==> src/design/dsf_pkg.sv <==
// Purpose: shared constants and types of the disk-information sector formatter
// Assumes: byte-wide sector stream, sector index counted from zero
// Notes:   every offset, field value and register address lives here

package dsf_pkg;

	// ------------------------------------------------------------
	// sector geometry
	// ------------------------------------------------------------
	localparam int          SECTOR_LEN = 8192;              // bytes per sector
	localparam int          IDX_W      = 13;                // sector byte index width
	localparam logic [12:0] LAST_IDX   = 13'(SECTOR_LEN - 1);
	localparam int          HDR_LEN    = 33;                // bytes 0..32 built here
	localparam logic [12:0] HDR_LAST   = 13'(HDR_LEN - 1);
	localparam int          HDR_W      = HDR_LEN * 8;       // header image bits

	// ------------------------------------------------------------
	// byte offsets inside the sector
	// ------------------------------------------------------------
	localparam logic [12:0] OFS_ID0     = 13'h0000;
	localparam logic [12:0] OFS_ID1     = 13'h0001;
	localparam logic [12:0] OFS_SERIAL  = 13'h0002;         // first packed digit pair
	localparam logic [12:0] OFS_SIDE    = 13'h0006;         // ninth digit plus side
	localparam logic [12:0] OFS_REV     = 13'h0007;
	localparam logic [12:0] OFS_MAKER   = 13'h0008;
	localparam logic [12:0] OFS_YEAR    = 13'h0010;
	localparam logic [12:0] OFS_MONTH   = 13'h0011;
	localparam logic [12:0] OFS_DAY     = 13'h0012;
	localparam logic [12:0] OFS_REC     = 13'h0013;         // recorder serial msb
	localparam logic [12:0] OFS_REC_END = 13'h0016;         // recorder serial lsb
	localparam logic [12:0] OFS_MEDIA   = 13'h0017;
	localparam logic [12:0] OFS_CAP     = 13'h0018;
	localparam logic [12:0] OFS_CAP_LO  = 13'h0019;
	localparam logic [12:0] OFS_SECSZ   = 13'h001a;
	localparam logic [12:0] OFS_PITCH   = 13'h001b;
	localparam logic [12:0] OFS_WAVE    = 13'h001c;
	localparam logic [12:0] OFS_APERT   = 13'h001d;
	localparam logic [12:0] OFS_REFR    = 13'h001e;
	localparam logic [12:0] OFS_THICK   = 13'h0020;

	// ------------------------------------------------------------
	// field values
	// ------------------------------------------------------------
	localparam logic [7:0]  ID_BYTE    = 8'hd1;
	localparam logic [3:0]  SIDE_A     = 4'ha;
	localparam logic [3:0]  SIDE_B     = 4'hb;
	localparam logic [11:0] YEAR_BASE  = 12'h7d0;           // calendar year 2000
	localparam logic [7:0]  MONTH_MIN  = 8'h01;
	localparam logic [7:0]  MONTH_MAX  = 8'h0c;
	localparam logic [7:0]  DAY_MIN    = 8'h01;
	localparam logic [7:0]  DAY_MAX    = 8'h1f;
	localparam logic [7:0]  MEDIA_RW   = 8'h00;
	localparam logic [7:0]  MEDIA_WO   = 8'h01;
	localparam logic [15:0] CAP_GB     = 16'h001e;
	localparam logic [7:0]  SECSZ_VAL  = 8'h08;             // sector size / 1024
	localparam logic [7:0]  PITCH_RW   = 8'h50;             // 80
	localparam logic [7:0]  PITCH_WO   = 8'h4a;             // 74
	localparam logic [7:0]  WAVE_VAL   = 8'h51;             // 81
	localparam logic [7:0]  APERT_VAL  = 8'h46;             // 70

	// ------------------------------------------------------------
	// register port map
	// ------------------------------------------------------------
	localparam int          ADDR_W     = 8;
	localparam logic [7:0]  REG_CTRL   = 8'h00;
	localparam logic [7:0]  REG_STATUS = 8'h01;
	localparam logic [7:0]  REG_REV    = 8'h02;
	localparam logic [7:0]  HDR_BASE   = 8'h40;             // parsed header bytes
	localparam logic [7:0]  HDR_TOP    = 8'h60;             // last header byte address
	localparam int          CTRL_START = 0;
	localparam int          CTRL_WO    = 1;
	localparam int          CTRL_SIDEB = 2;
	localparam int          STS_FBUSY  = 0;
	localparam int          STS_DONE   = 1;
	localparam int          STS_INV    = 2;
	localparam int          STS_LEN    = 3;
	localparam int          STS_RANGE  = 4;
	localparam int          STS_RBUSY  = 5;
	localparam logic [7:0]  REV_RESET  = 8'h00;
	localparam int          RAM_AW     = 6;

	// ------------------------------------------------------------
	// formatter sequencing
	// ------------------------------------------------------------
	typedef enum logic [1:0] {
		FMT_IDLE,
		FMT_HEAD,
		FMT_TAIL
	} dsf_fmt_e;

endpackage : dsf_pkg

==> src/design/dsf_formatter.sv <==
// Purpose: build and parse the disk-information sector header
// Assumes: field inputs stay stable while a sector is being built
// Notes:   bytes past the header come through from the tail stream
// Notes on behaviour
// - sector is exactly 8192 bytes, fixed offsets
// - bytes 0 and 1 both carry identifier
// - nine serial digits, two per byte
// - byte 6 low nibble marks side
// - same serial on both sides
// - byte 7 carries revision number
// - bytes 8 to 15 carry maker code
// - byte 16 is year minus 2000
// - byte 17 is month 1 to 12
// - byte 18 is day 1 to 31
// - bytes 19 to 22 recorder serial, msb first
// - byte 23 media kind 0 or 1
// - bytes 24-25 capacity fixed value
// - byte 26 sector size over 1024
// - byte 27 track pitch by media kind
// - byte 28 wavelength code fixed
// - byte 29 lens aperture code fixed
// - bytes 30-31 refractive index, msb first
// - byte 32 cover thickness in nm

`timescale 1ns/1ps

module dsf_formatter
	import dsf_pkg::*;
(
	// clock and reset
	input  wire logic              clock_i,
	input  wire logic              resetn_i,
	// register port
	input  wire logic [ADDR_W-1:0] reg_addr_i,
	input  wire logic [7:0]        reg_wdata_i,
	input  wire logic              reg_wr_i,
	input  wire logic              reg_rd_i,
	output logic      [7:0]        reg_rdata_o,
	// header field values for the formatter
	input  wire logic [35:0]       disk_serial_i,
	input  wire logic [63:0]       maker_code_i,
	input  wire logic [11:0]       mfg_year_i,
	input  wire logic [7:0]        mfg_month_i,
	input  wire logic [7:0]        mfg_day_i,
	input  wire logic [31:0]       recorder_unit_serial_i,
	input  wire logic [15:0]       cover_index_i,
	input  wire logic [7:0]        cover_thick_i,
	// tail bytes 33 onward
	input  wire logic [7:0]        tail_data_i,
	input  wire logic              tail_valid_i,
	output logic                   tail_ready_o,
	// outgoing sector stream
	output logic      [7:0]        tx_data_o,
	output logic                   tx_valid_o,
	output logic                   tx_last_o,
	input  wire logic              tx_ready_i,
	// incoming sector stream
	input  wire logic [7:0]        rx_data_i,
	input  wire logic              rx_valid_i,
	input  wire logic              rx_last_i,
	// parsed results
	output logic                   rx_done_o,
	output logic                   hdr_valid_o,
	output logic      [35:0]       rx_serial_o,
	output logic      [3:0]        rx_side_o,
	output logic                   rx_write_once_media_o,
	output logic      [31:0]       rx_recorder_unit_serial_o
);

	// ------------------------------------------------------------
	// state
	// ------------------------------------------------------------
	typedef struct packed {
		dsf_fmt_e    fst;      // formatter phase
		logic [12:0] fcnt;     // next byte index to emit
		logic        ovld;     // output byte held
		logic [7:0]  odat;     // output byte
		logic        olast;    // output byte is the final one
		logic [12:0] rcnt;     // next byte index expected on rx
		logic        rbusy;    // rx sector in progress
		logic        rdone;    // sticky: a sector was parsed
		logic        rinv;     // sticky: sector rejected
		logic        rlen;     // sticky: length wrong
		logic        rrange;   // sticky: field out of range
		logic        rpulse;   // one-cycle end of sector
		logic        ctl_wo;   // build write-once media header
		logic        ctl_sideb;// build side B header
		logic [7:0]  rev;      // revision byte
		logic [35:0] rserial;  // parsed serial digits
		logic [3:0]  rside;    // parsed side nibble
		logic        rwo;      // parsed media kind
		logic [31:0] rrec;     // parsed recorder serial
		logic [7:0]  rdreg;    // register read data
		logic        rdsel;    // read came from the header store
	} dsf_state_s;

	dsf_state_s           cur_ff;     // registered state
	dsf_state_s           nxt_ff;     // next state
	logic                 load;       // formatter takes the next byte
	logic [HDR_W-1:0]     hdr_image;  // header bytes 0..32, byte 0 on top
	logic [7:0]           ram_q;      // header store read data
	logic                 ram_we;     // parser writes header store

	// ------------------------------------------------------------
	// helpers
	// ------------------------------------------------------------
	// range test shared by month and day checks
	function automatic logic in_range(input logic [7:0] v, input logic [7:0] lo,
		input logic [7:0] hi);
		in_range = (v >= lo) && (v <= hi);
	endfunction : in_range

	// pick header byte idx from the packed image
	function automatic logic [7:0] hdr_pick(input logic [HDR_W-1:0] img,
		input logic [12:0] idx);
		logic [5:0] sh;
		sh       = 6'(HDR_LAST - idx);
		hdr_pick = img[{sh, 3'h0} +: 8];
	endfunction : hdr_pick

	// ------------------------------------------------------------
	// header image, byte 0 in the top bits
	// ------------------------------------------------------------
	// the serial digits never depend on the side bit, so A and B match
	always_comb begin
		hdr_image = {
			ID_BYTE, ID_BYTE,
			disk_serial_i,
			(cur_ff.ctl_sideb ? SIDE_B : SIDE_A),
			cur_ff.rev,
			maker_code_i,
			8'(mfg_year_i - YEAR_BASE),
			mfg_month_i,
			mfg_day_i,
			recorder_unit_serial_i,
			(cur_ff.ctl_wo ? MEDIA_WO : MEDIA_RW),
			CAP_GB,
			SECSZ_VAL,
			(cur_ff.ctl_wo ? PITCH_WO : PITCH_RW),
			WAVE_VAL,
			APERT_VAL,
			cover_index_i,
			cover_thick_i
		};
	end

	// ------------------------------------------------------------
	// handshakes
	// ------------------------------------------------------------
	// a byte moves in when the holding stage is empty or draining
	assign load = (cur_ff.fst != FMT_IDLE) && (!cur_ff.ovld || tx_ready_i) &&
		((cur_ff.fst == FMT_HEAD) || tail_valid_i);
	// tail stream stalls with the channel, no buffer between them
	assign tail_ready_o = (cur_ff.fst == FMT_TAIL) && (!cur_ff.ovld || tx_ready_i);
	assign ram_we       = rx_valid_i && (cur_ff.rcnt <= HDR_LAST);

	// ------------------------------------------------------------
	// next-state logic
	// ------------------------------------------------------------
	always_comb begin
		nxt_ff        = cur_ff;
		nxt_ff.rpulse = 1'b0;

		// register writes; config only changes between sectors
		if (reg_wr_i) begin
			case (reg_addr_i)
				REG_CTRL: begin
					if (cur_ff.fst == FMT_IDLE && !cur_ff.ovld) begin
						nxt_ff.ctl_wo    = reg_wdata_i[CTRL_WO];
						nxt_ff.ctl_sideb = reg_wdata_i[CTRL_SIDEB];
						if (reg_wdata_i[CTRL_START]) begin
							nxt_ff.fst  = FMT_HEAD;
							nxt_ff.fcnt = OFS_ID0;
						end
					end
				end
				REG_STATUS: begin
					// write one to clear; parser sets below win
					if (reg_wdata_i[STS_DONE])  nxt_ff.rdone  = 1'b0;
					if (reg_wdata_i[STS_INV])   nxt_ff.rinv   = 1'b0;
					if (reg_wdata_i[STS_LEN])   nxt_ff.rlen   = 1'b0;
					if (reg_wdata_i[STS_RANGE]) nxt_ff.rrange = 1'b0;
				end
				REG_REV: begin
					if (cur_ff.fst == FMT_IDLE) nxt_ff.rev = reg_wdata_i;
				end
				default: begin
					// unmapped write ignored
				end
			endcase
		end

		// formatter: header from image, tail passed through
		if (load) begin
			nxt_ff.ovld  = 1'b1;
			nxt_ff.odat  = (cur_ff.fst == FMT_HEAD) ? hdr_pick(hdr_image, cur_ff.fcnt)
				: tail_data_i;
			nxt_ff.olast = (cur_ff.fcnt == LAST_IDX);
			nxt_ff.fcnt  = cur_ff.fcnt + 13'h0001;
			if (cur_ff.fcnt == HDR_LAST) begin
				nxt_ff.fst = FMT_TAIL;
			end
			if (cur_ff.fcnt == LAST_IDX) begin
				nxt_ff.fst  = FMT_IDLE;
				nxt_ff.fcnt = OFS_ID0;
			end
		end else if (tx_ready_i) begin
			nxt_ff.ovld = 1'b0;
		end

		// parser: one byte per valid, never stalled
		if (rx_valid_i) begin
			nxt_ff.rbusy = 1'b1;
			if (cur_ff.rcnt == OFS_ID0) begin
				// fresh sector drops the previous verdict
				nxt_ff.rdone  = 1'b0;
				nxt_ff.rinv   = 1'b0;
				nxt_ff.rlen   = 1'b0;
				nxt_ff.rrange = 1'b0;
			end
			case (cur_ff.rcnt)
				OFS_ID0, OFS_ID1: begin
					if (rx_data_i != ID_BYTE) nxt_ff.rinv = 1'b1;
				end
				OFS_SIDE: begin
					nxt_ff.rserial = {cur_ff.rserial[31:0], rx_data_i[7:4]};
					nxt_ff.rside   = rx_data_i[3:0];
					if (rx_data_i[3:0] != SIDE_A && rx_data_i[3:0] != SIDE_B) begin
						nxt_ff.rrange = 1'b1;
					end
				end
				OFS_MONTH: begin
					if (!in_range(rx_data_i, MONTH_MIN, MONTH_MAX)) nxt_ff.rrange = 1'b1;
				end
				OFS_DAY: begin
					if (!in_range(rx_data_i, DAY_MIN, DAY_MAX)) nxt_ff.rrange = 1'b1;
				end
				OFS_MEDIA: begin
					nxt_ff.rwo = (rx_data_i == MEDIA_WO);
					if (rx_data_i != MEDIA_WO && rx_data_i != MEDIA_RW) nxt_ff.rrange = 1'b1;
				end
				default: begin
					// serial pairs and recorder serial shift in msb first
					if (cur_ff.rcnt >= OFS_SERIAL && cur_ff.rcnt < OFS_SIDE) begin
						nxt_ff.rserial = {cur_ff.rserial[27:0], rx_data_i};
					end
					if (cur_ff.rcnt >= OFS_REC && cur_ff.rcnt <= OFS_REC_END) begin
						nxt_ff.rrec = {cur_ff.rrec[23:0], rx_data_i};
					end
				end
			endcase
			// end of sector by marker or by count, both must agree
			if (rx_last_i || cur_ff.rcnt == LAST_IDX) begin
				if (rx_last_i != (cur_ff.rcnt == LAST_IDX)) begin
					nxt_ff.rlen = 1'b1;
					nxt_ff.rinv = 1'b1;
				end
				nxt_ff.rcnt   = OFS_ID0;
				nxt_ff.rbusy  = 1'b0;
				nxt_ff.rdone  = 1'b1;
				nxt_ff.rpulse = 1'b1;
			end else begin
				nxt_ff.rcnt = cur_ff.rcnt + 13'h0001;
			end
		end

		// register reads, answered one cycle later
		nxt_ff.rdsel = 1'b0;
		nxt_ff.rdreg = 8'h00;
		if (reg_rd_i) begin
			if (reg_addr_i >= HDR_BASE && reg_addr_i <= HDR_TOP) begin
				nxt_ff.rdsel = 1'b1;
			end else begin
				case (reg_addr_i)
					REG_CTRL: begin
						nxt_ff.rdreg[CTRL_WO]    = cur_ff.ctl_wo;
						nxt_ff.rdreg[CTRL_SIDEB] = cur_ff.ctl_sideb;
					end
					REG_STATUS: begin
						nxt_ff.rdreg[STS_FBUSY] = (cur_ff.fst != FMT_IDLE) || cur_ff.ovld;
						nxt_ff.rdreg[STS_DONE]  = cur_ff.rdone;
						nxt_ff.rdreg[STS_INV]   = cur_ff.rinv;
						nxt_ff.rdreg[STS_LEN]   = cur_ff.rlen;
						nxt_ff.rdreg[STS_RANGE] = cur_ff.rrange;
						nxt_ff.rdreg[STS_RBUSY] = cur_ff.rbusy;
					end
					REG_REV:  nxt_ff.rdreg = cur_ff.rev;
					default:  nxt_ff.rdreg = 8'h00;                    // unmapped reads zero
				endcase
			end
		end
	end

	// ------------------------------------------------------------
	// state register
	// ------------------------------------------------------------
	always_ff @(posedge clock_i) begin
		if (!resetn_i) begin
			cur_ff     <= '0;
			cur_ff.fst <= FMT_IDLE;
			cur_ff.rev <= REV_RESET;
		end else begin
			cur_ff <= nxt_ff;
		end
	end

	// ------------------------------------------------------------
	// parsed header store
	// ------------------------------------------------------------
	dsf_hdr_ram u_hdr_ram (
		.clock_i   (clock_i),
		.resetn_i  (resetn_i),
		.wr_en_i   (ram_we),
		.wr_addr_i (cur_ff.rcnt[RAM_AW-1:0]),
		.wr_data_i (rx_data_i),
		.rd_en_i   (reg_rd_i),
		.rd_addr_i (6'(reg_addr_i - HDR_BASE)),
		.rd_data_o (ram_q)
	);

	// ------------------------------------------------------------
	// outputs
	// ------------------------------------------------------------
	assign reg_rdata_o  = cur_ff.rdsel ? ram_q : cur_ff.rdreg;
	assign tx_data_o    = cur_ff.odat;
	assign tx_valid_o   = cur_ff.ovld;
	assign tx_last_o    = cur_ff.olast && cur_ff.ovld;
	assign rx_done_o    = cur_ff.rpulse;
	// rejected or half-received sectors never look valid
	assign hdr_valid_o  = cur_ff.rdone && !cur_ff.rinv && !cur_ff.rbusy;
	assign rx_serial_o  = cur_ff.rserial;
	assign rx_side_o    = cur_ff.rside;
	assign rx_write_once_media_o     = cur_ff.rwo;
	assign rx_recorder_unit_serial_o = cur_ff.rrec;
endmodule : dsf_formatter

==> src/design/dsf_hdr_ram.sv <==
// Purpose: small store for the parsed header bytes
// Assumes: one write port from the parser, one read port from software
// Notes:   read data come out of a register one cycle after the read

`timescale 1ns/1ps

module dsf_hdr_ram
	import dsf_pkg::*;
(
	// clock and reset
	input  wire logic              clock_i,
	input  wire logic              resetn_i,
	// write side
	input  wire logic              wr_en_i,
	input  wire logic [RAM_AW-1:0] wr_addr_i,
	input  wire logic [7:0]        wr_data_i,
	// read side
	input  wire logic              rd_en_i,
	input  wire logic [RAM_AW-1:0] rd_addr_i,
	output logic      [7:0]        rd_data_o
);

	// ------------------------------------------------------------
	// storage
	// ------------------------------------------------------------
	logic [7:0] mem [0:(1<<RAM_AW)-1];   // header byte array
	logic [7:0] rd_q_ff;                 // registered read data

	// array has no reset: only read data must be defined
	always_ff @(posedge clock_i) begin
		if (wr_en_i) begin
			mem[wr_addr_i] <= wr_data_i;
		end
	end

	// read register, cleared by reset
	always_ff @(posedge clock_i) begin
		if (!resetn_i) begin
			rd_q_ff <= 8'h00;
		end else if (rd_en_i) begin
			rd_q_ff <= mem[rd_addr_i];
		end
	end

	assign rd_data_o = rd_q_ff;

endmodule : dsf_hdr_ram

==> config.mk <==
export PLATFORM = sky130hd
export DESIGN_NAME = dsf_formatter
export DESIGN_NICKNAME = d
export VERILOG_FILES = /design/src/design/dsf_pkg.sv /design/src/design/dsf_formatter.sv /design/src/design/dsf_hdr_ram.sv
export SDC_FILE = /design/constraint.sdc
export NUM_CORES = 1
export LEC_CHECK = 0
export ABC_AREA = 0
export CAP_MARGIN = 30
export CELL_PAD_IN_SITES_DETAIL_PLACEMENT = 2
export CELL_PAD_IN_SITES_GLOBAL_PLACEMENT = 2
export CORE_MARGIN = 2
export CORE_UTILIZATION = 41
export DETAILED_ROUTE_END_ITERATION = 8
export DONT_BUFFER_PORTS = 1
export PLACE_DENSITY = 0.82
export SETUP_SLACK_MARGIN = 0.3
export SLEW_MARGIN = 20
export SYNTH_ARGS = -nofsm -noshare
export SYNTH_HDL_FRONTEND = slang
export SYNTH_SLANG_ARGS = --single-unit
==> constraint.sdc <==
create_clock -name clock_i -period 3.6 [get_ports clock_i]
set_input_delay 0.18 -clock clock_i [delete_from_list [all_inputs] [get_ports clock_i]]
set_output_delay 0.18 -clock clock_i [all_outputs]
set_load 0.01 [all_outputs]
==> out/metrics.yaml, run 1 <==
synth_top_area_share_pct: 53.3
whs_ns: -0.00581
crit_path_frequent_cell: "or3_1"
synthCells: 1953
p_comb_share_pct: 5.3
synthFlopType: "edfxtp_1"
avgRoutedWirePerCell_um: 35.6
swShare_pct: 23.0
synthesis.area_mm2: 0.0289
async_flop_share_pct: 0
routabilityCongestion: 0.926
first_pass_iters: 6
grt_antenna_before_repair: 14
grt_pass1_vias: 21200
arrival_ns: 3.83
drtAntennaViolNets: 0
avgViaCountPerCell: 6.17
slew_viol_final: 0
clkPwrFrac_pct: 44.3
grt_pass1_wl_mm: 161
drcViolationCount: 0
slowest_delay_ns: 0.65
path_buf_inv: 0
yosysWarnings: 0
grt_util_all_layers_pct: 30.6
layoutNonFillerInstCount: 3156
clk_pin_slew_worst_paths_ns: 0.08
synth_area_leaders: "edfxtp_1 (53%), mux4_2 (12%), dfxtp_1 (10%)"
grt_setup_unrepaired: "true"
cp.required_ns: 4.11
start_util_pct: 41.3
dieArea_mm2: 0.0726
ir_worst_vdd_mv: 0.371
post-synth-top-count-cell: "edfxtp_1"
cts_sinks: 656
syn_area_per_cell_um2: 14.8
placed_cells: 2952
crit_slowest_cell: "nor3_1"
core_mm2: 0.0699
rows: 97
crit_fanout: 8
status: "finished with violations"
layout.nets: 2379
clock_path_buffers: 3
tightest_slew_ns: 1.00
cts-root-buf: "clkbuf_16"
power_density_mw_per_mm2: 510
grt_max_degree: 137
die_w_um: 269
worstSkewPairLatency_ns: 0.62
synth_seq_area_share_pct: 63.2
sequentialPowerShare_pct: 50.4
dp_hpwl_mm: 61.2
wirelength_mm: 112
synth_seq_cells: 656
finalHoldViolCount: 2
end_kind: "flop"
cp_cell_sequence: "or4_4 -> or3_1 -> nor3_1 -> nand2_1 -> or3_1 -> a21oi_1"
drive_gt1_share_pct: 18.4
vias: 19500
die-height_um: 269
io_buffer_count: 0
synth_edf_count: 512
synth_cell_types: 72
finalCritPeriodShare_pct: 92.2
crit_type: "reg -> reg"
tns_ns: 0
drtIter0Drc: 2261
clock.fmax_mhz: 301
netlist_top_cells_count: "edfxtp_1 (512), mux4_2 (157), dfxtp_1 (144), nor2_1 (144), nand2_1 (117)"
drv_cap: 0
grt_overflow_total: 0
setup_viol: 0
critPathTopFamily: "simple AND/OR/NAND/NOR gates"
finClkSkew_ns: 0.0232
p_leak_nw: 11.1
h-tree-depth: 3
yosys.area.top_type: "edfxtp_1"
hp-class: "in -> reg"
fin_crit_ns: 3.32
p_switching_mw: 3.89
start_kind: "flop"
syn_to_final_growth_pct: 15.0
cts_tree: "built"
cts_inserted_buffers: 69
num_io_pins: 318
max_slew_margin_pct: 33.1
intPower_mw: 13.0
violations: "hold timing"
## power by group through the flow
stage	registers, mW	clock network (mW)	logic (mW)
global placement	8.62	0	0.579
CTS	8.52	7.43	0.851
finish	8.53	7.49	0.896
floorplan	8.61	0	0.560
global route	8.54	7.80	0.938
detailed placement	8.67	0	0.618
## state kept, by name (all words and copies together), names as in the netlist
name,flops
tx_valid_o,1
cur_ff,53
rx_recorder_unit_serial_o,32
rx_serial_o,36
rx_done_o,1
u_hdr_ram.mem,512
u_hdr_ram.rd_data_o,8
rx_side_o,4
tx_data_o,8
rx_write_once_media_o,1
## worst min-delay path: stages
cell and delay (ns):
nand3_1 0.07, a21oi_1 0.17, or3_1 0.16
## layer usage
| metal | up-vias | global-route usage [%] | wire length [µm] |
|---|---|---|---|
| met5 | - | 0 | 47 |
| met3 | 374 | 6.17 | 7730 |
| li1 | 7723 | - | - |
| met1 | 10200 | 34.7 | 40000 |
| met4 | 6 | 18.7 | 7350 |
| met2 | 1155 | 53.4 | 57200 |
## final timing paths
path	from	endpoint	slack [ns]	cells past startpoint
setup / recovery	cur_ff[106]	rx_write_once_media_o	0.28	6
hold / removal	resetn_i	cur_ff[93]	-0.006	3
setup reg to reg	cur_ff[106]	rx_write_once_media_o	0.28	6
hold reg to reg	u_hdr_ram.rd_data_o[0]	u_hdr_ram.rd_data_o[0]	0.51	2
## logic make-up (layout without fill, tap and decap cells)
family	Yosys count	after routing	synth area share [%]
DFF	656	656	63.2
and+or+nand+nor	484	484	8.03
AOI/OAI and AO/OA	281	281	7.08
muxes	281	281	16.7
buffers and inverters	232	253	4.28
adders and majority gates	10	10	0.433
xor gates and xnor gates	8	8	0.243
other	1	243	0.0130
## area by class of cell
class | instances | area (µm²)
Sequential cell | 656 | 18300
Clock buffer | 96 | 1950
Multi-Input combinational cell | 1288 | 10200
Clock inverter | 27 | 279
Fill cell | 6662 | 36700
Timing Repair Buffer | 106 | 1140
Inverter | 24 | 91.3
Antenna cell | 19 | 47.5
Tap cell | 940 | 1180
## cells in the final DEF (no fill, tap or decap), types with 7 or more instances in the layout
cell type and n:
conb_1 224, edfxtp_1 512, a221oi_1 11, a31oi_1 13, o22ai_1 20, nand2_1 117
clkinv_2 7, nand2b_1 12, a22oi_1 9, o211ai_1 9, dfxtp_1 141, a211oi_1 19
nor2_1 140, mux2i_1 93, nor2b_1 26, a211oi_2 34, nor3_1 34, a21oi_1 48
or3_1 11, buf_16 9, inv_1 21, mux2_2 31, diode_2 19, clkbuf_1 20
mux4_2 157, clkbuf_16 75, nand3_1 71, o21ai_0 65, dlygate4sd3_1 40, buf_4 50
and2_1 11, clkinv_1 14, and3_1 13, nor4_1 10
## metrics by stage
| step | util, % | hold slack [ns] | area [µm²] | setup slack [ns] | total power, mW |
|---|---|---|---|---|---|
| 6_report | 47.5 | -0.00581 | 33200 | 0.281 | 16.9 |
| 5_1_grt | 47.5 | 0.00988 | 33200 | 0.271 | 17.3 |
| 4_1_cts | 47.2 | 0.0126 | 33000 | 0.318 | 16.8 |
| 3_5_place_dp | 43.1 | 0.296 | 30100 | 0.412 | 9.28 |
| 3_3_place_gp | 43.1 | 0.279 | 30100 | 0.521 | 9.20 |
| 2_1_floorplan | - | 0.279 | 29700 | 0.374 | 9.17 |
## timing repair
item,in CTS,in global routing
hold endpoints to repair,617,0
setup endpoints to repair,0,79
buffers inserted,0,0
hold buffers,49,0
gates resized for setup,0,13
Note: power is estimated with default switching activity, not from simulation.
==> inputs of run 2 (changes only) <==
Settings changed: ABC_AREA 0 to not set, REMOVE_ABC_BUFFERS set to 1.
==> out/metrics.yaml, run 2 (synthesis gave the netlist of run 1 again) <==
status: "finished, final reports clean"  # was finished with violations
critPathTopFamily: "adder cells"  # was simple AND/OR/NAND/NOR gates
tightest_slew_ns: 1.00  # about the same
grt_overflow_total: 0  # unchanged
cts_tree: "built"  # unchanged
start_util_pct: 41.3  # unchanged
end_kind: "flop"  # unchanged
drtIter0Drc: 1692  # was 2261
first_pass_iters: 5  # was 6
crit_slowest_cell: "dlygate4sd3_1"  # was nor3_1
fin_util_pct: 47.5  # about the same
syn_to_final_growth_pct: 15.0  # about the same
mostFrequentLayoutCell: "edfxtp_1"  # unchanged
hp-class: "in -> reg"  # unchanged
vias: 18700  # was 19500
reg2regPathDepth: 8  # was 6
grt_util_all_layers_pct: 27.6  # was 30.6%
finalCritPeriodShare_pct: 88.4  # was 92.2%
layout.nets: 2385  # was 2379
largest_register: "u_hdr_ram.mem"  # unchanged
p_leak_nw: 11.2  # was 11.1 nW
worstHoldPathCells: 4  # was 3
finalHoldViolCount: 0  # was 2
drcViolationCount: 0  # unchanged
avgViaCountPerCell: 5.94  # was 6.17
dieArea_mm2: 0.0726  # unchanged
h-tree-depth: 3  # unchanged
clk_pin_slew_worst_paths_ns: 0.07  # was 0.08 ns
core_mm2: 0.0699  # unchanged
drive_gt1_share_pct: 19.0  # was 18.4%
crit_type: "reg -> reg"  # unchanged
tns_ns: 0  # unchanged
finClkSkew_ns: 0.0259  # was 0.0232 ns
fin_crit_ns: 3.18  # was 3.32 ns
setup_viol: 0  # unchanged
worstSetupPathDepth: 8  # was 6
largest_register_ffs: 512  # unchanged
avgRoutedWirePerCell_um: 32.0  # was 35.6 µm
slowest_delay_ns: 0.60  # was 0.65 ns
clock.fmax_mhz: 314  # was 301 MHz
rows: 97  # unchanged
cts-root-buf: "clkbuf_16"  # unchanged
cp_cell_sequence: "ha_1 -> and3_1 -> and4_1 -> nand2_1 -> ha_1 -> nand2b_1 -> a21oi_1 -> dlygate4sd3_1"  # was or4_4 -> or3_1 -> nor3_1 -> nand2_1 -> or3_1 -> a21oi_1
dp_hpwl_mm: 59.5  # was 61.2 mm
wirelength_mm: 101  # was 112 mm
die-height_um: 269  # unchanged
ir_worst_vdd_mv: 0.298  # was 0.371 mV
grt_pass1_wl_mm: 148  # was 161 mm
grt_antenna_before_repair: 13  # was 14
die_w_um: 269  # unchanged
routabilityCongestion: 0.863  # was 0.926
grt_max_degree: 137  # unchanged
arrival_ns: 3.69  # was 3.83 ns
max_slew_margin_pct: 33.0  # was 33.1%
final_cell_mix: "edfxtp_1 (512), conb_1 (224), mux4_2 (157)"  # unchanged
whs_ns: 0.0169  # was -0.00581 ns
cp.required_ns: 4.10  # was 4.11 ns
power_density_mw_per_mm2: 502  # was 510 mW/mm²
crit_fanout: 13  # was 8
num_io_pins: 318  # unchanged
io_buffer_count: 0  # unchanged
design_area_mm2: 0.0332  # about the same
total_power_mw: 16.7  # was 16.9 mW
drv_cap: 0  # unchanged
grt_setup_unrepaired: "false"  # was true
cts_sinks: 656  # unchanged
worstSkewPairLatency_ns: 0.62  # about the same
cts_inserted_buffers: 71  # was 69
crit_path_frequent_cell: "ha_1"  # was or3_1
grt_pass1_vias: 20600  # was 21200
drtAntennaViolNets: 0  # unchanged
path_buf_inv: 1  # was 0
placed_cell_area_mm2: 0.0302  # was 0.0301 mm²
slew_viol_final: 0  # unchanged
start_kind: "flop"  # unchanged
clock_path_buffers: 3  # unchanged
==> run 2: cell count changes in the layout (fill, tap and decap cells not counted), sizes merged <==
cell / change
dlygate4sd3: +2
inv: +3
bufinv: -2
clkinvlp: +3
buf: +4
clkbuf: -7
clkinv: +2
diode: -7
==> run 2: what timing repair did <==
item	CTS	global route
setup buffers	2	0
endpoints found under the setup margin	29	30
pin swaps	1	0
endpoints found under the hold margin	627	0
hold buffers	52	0
resized for setup	1	4
==> run 2: tightest hold or removal path, delay by kind of cell <==
kind / cells / cell delay, ns
and+or+nand+nor: 2 / 0.19
AOI/OAI and AO/OA: 2 / 0.22
==> run 2: layout make-up <==
class,instances,area [µm²]
well taps,940,1180
repair buffers,110,1170
clock inverters,33,299
diodes,12,30.0
clock buffers,91,1930
inverters,24,91.3
fillers,6650,36700
multi-input cells,1288,10200
flip-flops and latches,656,18300
==> run 2: worst paths after layout <==
check	slack (ns)	to	startpoint
setup / recovery	0.42	cur_ff[104]	cur_ff[99]
hold / removal	0.02	cur_ff[93]	rx_data_i[1]
setup reg to reg	0.42	cur_ff[104]	cur_ff[99]
hold reg to reg	0.49	cur_ff[111]	cur_ff[111]
==> run 2: metal layers <==
metal | routed length, µm | GRT usage (%) | vias up | part of all wire, %
li1 | - | - | 7732 | -
met1 | 37100 | 32.3 | 9883 | 37
met2 | 52600 | 49.1 | 882 | 52
met3 | 7030 | 5.56 | 239 | 7.0
met4 | 4270 | 12.2 | 4 | 4.2
met5 | 27 | 0 | - | 0.027
==> run 2: stage by stage <==
stage / worst slack (ns) / std cells
finish: 0.417 / 3154
global route: 0.334 / 3150
CTS: 0.306 / 3141
detailed placement: 0.297 / 2963
global placement: 0.476 / 2962
floorplan: -2.13 / 1968
==> run 2: report_power, final <==
group	leakage, nW	switching (mW)	internal, mW
registers	5.95	0.101	8.41
clock network	1.09	3.18	4.10
logic	4.12	0.494	0.383
total	11.2	3.78	12.9
==> inputs of run 3 (changes only) <==
Settings changed: ABC_AREA set to 1, CORE_UTILIZATION 41 to 36, PLACE_DENSITY 0.82 to 0.83.
==> out/metrics.yaml, run 3 <==
synth_edf_count: 512  # unchanged
slowest_delay_ns: 0.54  # was 0.60 ns
num_io_pins: 318  # unchanged
synthCells: 3206  # was 1953
drtAntennaViolNets: 0  # unchanged
die_w_um: 292  # was 269 µm
slew_viol_final: 0  # unchanged
start_kind: "flop"  # unchanged
p_leak_nw: 13.1  # was 11.2 nW
grt_pass1_wl_mm: 172  # was 148 mm
largest_register: "u_hdr_ram.mem"  # unchanged
synthesis.area_mm2: 0.0298  # was 0.0289 mm²
cp_cell_sequence: "inv_1 -> ha_1 -> ha_2 -> clkinv_1 -> nand2_1 -> nor2_1 -> o21ai_0 -> nand4_1 -> nand2_1 -> nand2_1 -> nand3_1 -> a21oi_1 -> dlygate4sd3_1"  # was ha_1 -> and3_1 -> and4_1 -> nand2_1 -> ha_1 -> nand2b_1 -> a21oi_1 -> dlygate4sd3_1
end_kind: "flop"  # unchanged
hp-class: "in -> reg"  # unchanged
grt_overflow_total: 0  # unchanged
drv_cap: 0  # unchanged
synth_seq_cells: 656  # unchanged
grt_pass1_vias: 26800  # was 20600
synth_cell_types: 52  # was 72
status: "finished, final reports clean"  # unchanged
avgRoutedWirePerCell_um: 25.6  # was 32.0 µm
grt_util_all_layers_pct: 26.9  # was 27.6%
syn_to_final_growth_pct: 15.1  # was 15.0%
grt_setup_unrepaired: "false"  # unchanged
power_density_mw_per_mm2: 499  # was 502 mW/mm²
critPathTopFamily: "simple AND/OR/NAND/NOR gates"  # was adder cells
finalHoldViolCount: 0  # unchanged
grt_max_degree: 111  # was 137
vias: 24400  # was 18700
clock_path_buffers: 3  # unchanged
synth_top_area_share_pct: 51.6  # was 53.3%
async_flop_share_pct: 0  # unchanged
nFillCells: 8718  # was 6650
avgViaCountPerCell: 5.40  # was 5.94
arrival_ns: 3.67  # was 3.69 ns
path_buf_inv: 3  # was 1
worstSkewPairLatency_ns: 0.65  # was 0.62 ns
crit_slowest_cell: "dlygate4sd3_1"  # unchanged
post-synth-top-count-cell: "nand2_1"  # was edfxtp_1
synth_seq_area_share_pct: 61.2  # was 63.2%
final_cell_mix: "nand2_1 (929), edfxtp_1 (512), nor2_1 (396)"  # was edfxtp_1 (512), conb_1 (224), mux4_2 (157)
synthFlopType: "edfxtp_1"  # unchanged
cts_sinks: 656  # unchanged
dp_hpwl_mm: 68.8  # was 59.5 mm
routabilityCongestion: 0.894  # was 0.863
start_util_pct: 36.3  # was 41.3%
die-height_um: 292  # was 269 µm
crit_path_frequent_cell: "nand2_1"  # was ha_1
yosys.area.top_type: "edfxtp_1"  # unchanged
drtIter0Drc: 2046  # was 1692
clock.fmax_mhz: 316  # was 314 MHz
cts_inserted_buffers: 76  # was 71
largest_register_ffs: 512  # unchanged
dieArea_mm2: 0.0852  # was 0.0726 mm²
clk_pin_slew_worst_paths_ns: 0.06  # was 0.07 ns
cts_tree: "built"  # unchanged
drive_gt1_share_pct: 6.72  # was 19.0%
ir_worst_vdd_mv: 0.282  # was 0.298 mV
core_mm2: 0.0821  # was 0.0699 mm²
yosysWarnings: 0  # unchanged
crit_fanout: 12  # was 13
seqCellArea_mm2: 0.0183  # about the same
layout.nets: 3610  # was 2385
finalCritPeriodShare_pct: 88.0  # was 88.4%
tightest_slew_ns: 0.956  # was 1.00 ns
crit_type: "reg -> reg"  # unchanged
syn_area_per_cell_um2: 9.30  # was 14.8 µm²
finClkSkew_ns: 0.0422  # was 0.0259 ns
fin_crit_ns: 3.17  # was 3.18 ns
setup_viol: 0  # unchanged
mostFrequentLayoutCell: "nand2_1"  # was edfxtp_1
netlist_top_cells_count: "nand2_1 (929), edfxtp_1 (512), nor2_1 (398)"  # was edfxtp_1 (512), mux4_2 (157), dfxtp_1 (144), nor2_1 (144), nand2_1 (117)
grt_antenna_before_repair: 9  # was 13
placed_cell_area_mm2: 0.0312  # was 0.0302 mm²
rows: 105  # was 97
h-tree-depth: 3  # unchanged
cp.required_ns: 4.10  # about the same
multi_input_area_mm2: 0.0105  # was 0.0102 mm²
synth_area_leaders: "edfxtp_1 (52%), nand2_1 (12%), dfxtp_1 (9.7%)"  # was edfxtp_1 (53%), mux4_2 (12%), dfxtp_1 (10%)
design_area_mm2: 0.0343  # was 0.0332 mm²
first_pass_iters: 5  # unchanged
cts-root-buf: "clkbuf_16"  # unchanged
io_buffer_count: 0  # unchanged
max_slew_margin_pct: 36.0  # was 33.0%
tns_ns: 0  # unchanged
drcViolationCount: 0  # unchanged
wirelength_mm: 116  # was 101 mm
-- run 3: final cells by class --
class | instances | area share [%]
Tap cell | 1070 | 3.90
Multi-Input combinational cell | 2368 | 30.6
Clock inverter | 32 | 0.754
Antenna cell | 7 | 0.0510
Clock buffer | 107 | 6.15
Sequential cell | 656 | 53.2
Inverter | 161 | 1.76
Timing Repair Buffer | 113 | 3.61
-- run 3: path summary, 6_finish.rpt --
| kind | start | endpoint | slack (ns) | depth (start not counted) |
|---|---|---|---|---|
| min reg2reg | cur_ff[88] | cur_ff[7] | 0.52 | 2 |
| max reg2reg | cur_ff[122] | tx_data_o[4] | 0.43 | 13 |
| max | cur_ff[122] | tx_data_o[4] | 0.43 | 13 |
| min | reg_addr_i[5] | u_hdr_ram.rd_data_o[5] | 0.03 | 4 |
-- run 3: logic make-up after synthesis --
group / synth area share, %
other cells: 0.0126
buf+inv: 6.48
mux: 0.264
flops: 61.2
xor+xnor: 0.143
simple gates: 23.7
fa+ha+maj: 0.420
compound gates: 7.75
-- run 3: layer usage --
| metal | GRT usage (%) | part of all wire [%] |
|---|---|---|
| met5 | 0 | 0.042 |
| met4 | 10.0 | 3.5 |
| met3 | 5.19 | 6.4 |
| met2 | 47.2 | 51 |
| met1 | 32.6 | 40 |
-- run 3: power by group --
| part | total [mW] | internal (mW) | switching, mW |
|---|---|---|---|
| logic | 1.09 | 0.295 | 0.796 |
| registers | 8.50 | 8.41 | 0.0874 |
| clock network | 7.55 | 4.26 | 3.29 |
-- run 3: timing repair --
item | in CTS | in global routing
endpoints found under the setup margin | 0 | 4
resized for setup | 0 | 4
hold buffers | 55 | 1
setup buffers | 0 | 0
hold endpoints to repair | 647 | 5
-- run 3: per-stage QoR --
stage	util (%)	power, mW	hold slack, ns	worst slack [ns]	cells
after floorplan	-	9.13	0.278	-1.71	3185
after global placement	38.0	9.40	0.285	0.789	4309
after detailed placement	38.0	9.48	0.284	0.619	4309
final	41.8	17.1	0.0285	0.434	4514
after global routing	41.8	17.6	0.0349	0.301	4507
after CTS	41.7	17.2	0.00113	0.353	4503
-- run 3: worst register-to-register path, cell delays in order (launching register included) --
cell and delay (ns):
dfxtp_1 0.43, inv_1 0.13, ha_1 0.24, ha_2 0.50
clkinv_1 0.16, nand2_1 0.24, nor2_1 0.07, o21ai_0 0.08
nand4_1 0.27, nand2_1 0.17, nand2_1 0.06, nand3_1 0.09
a21oi_1 0.06, dlygate4sd3_1 0.54
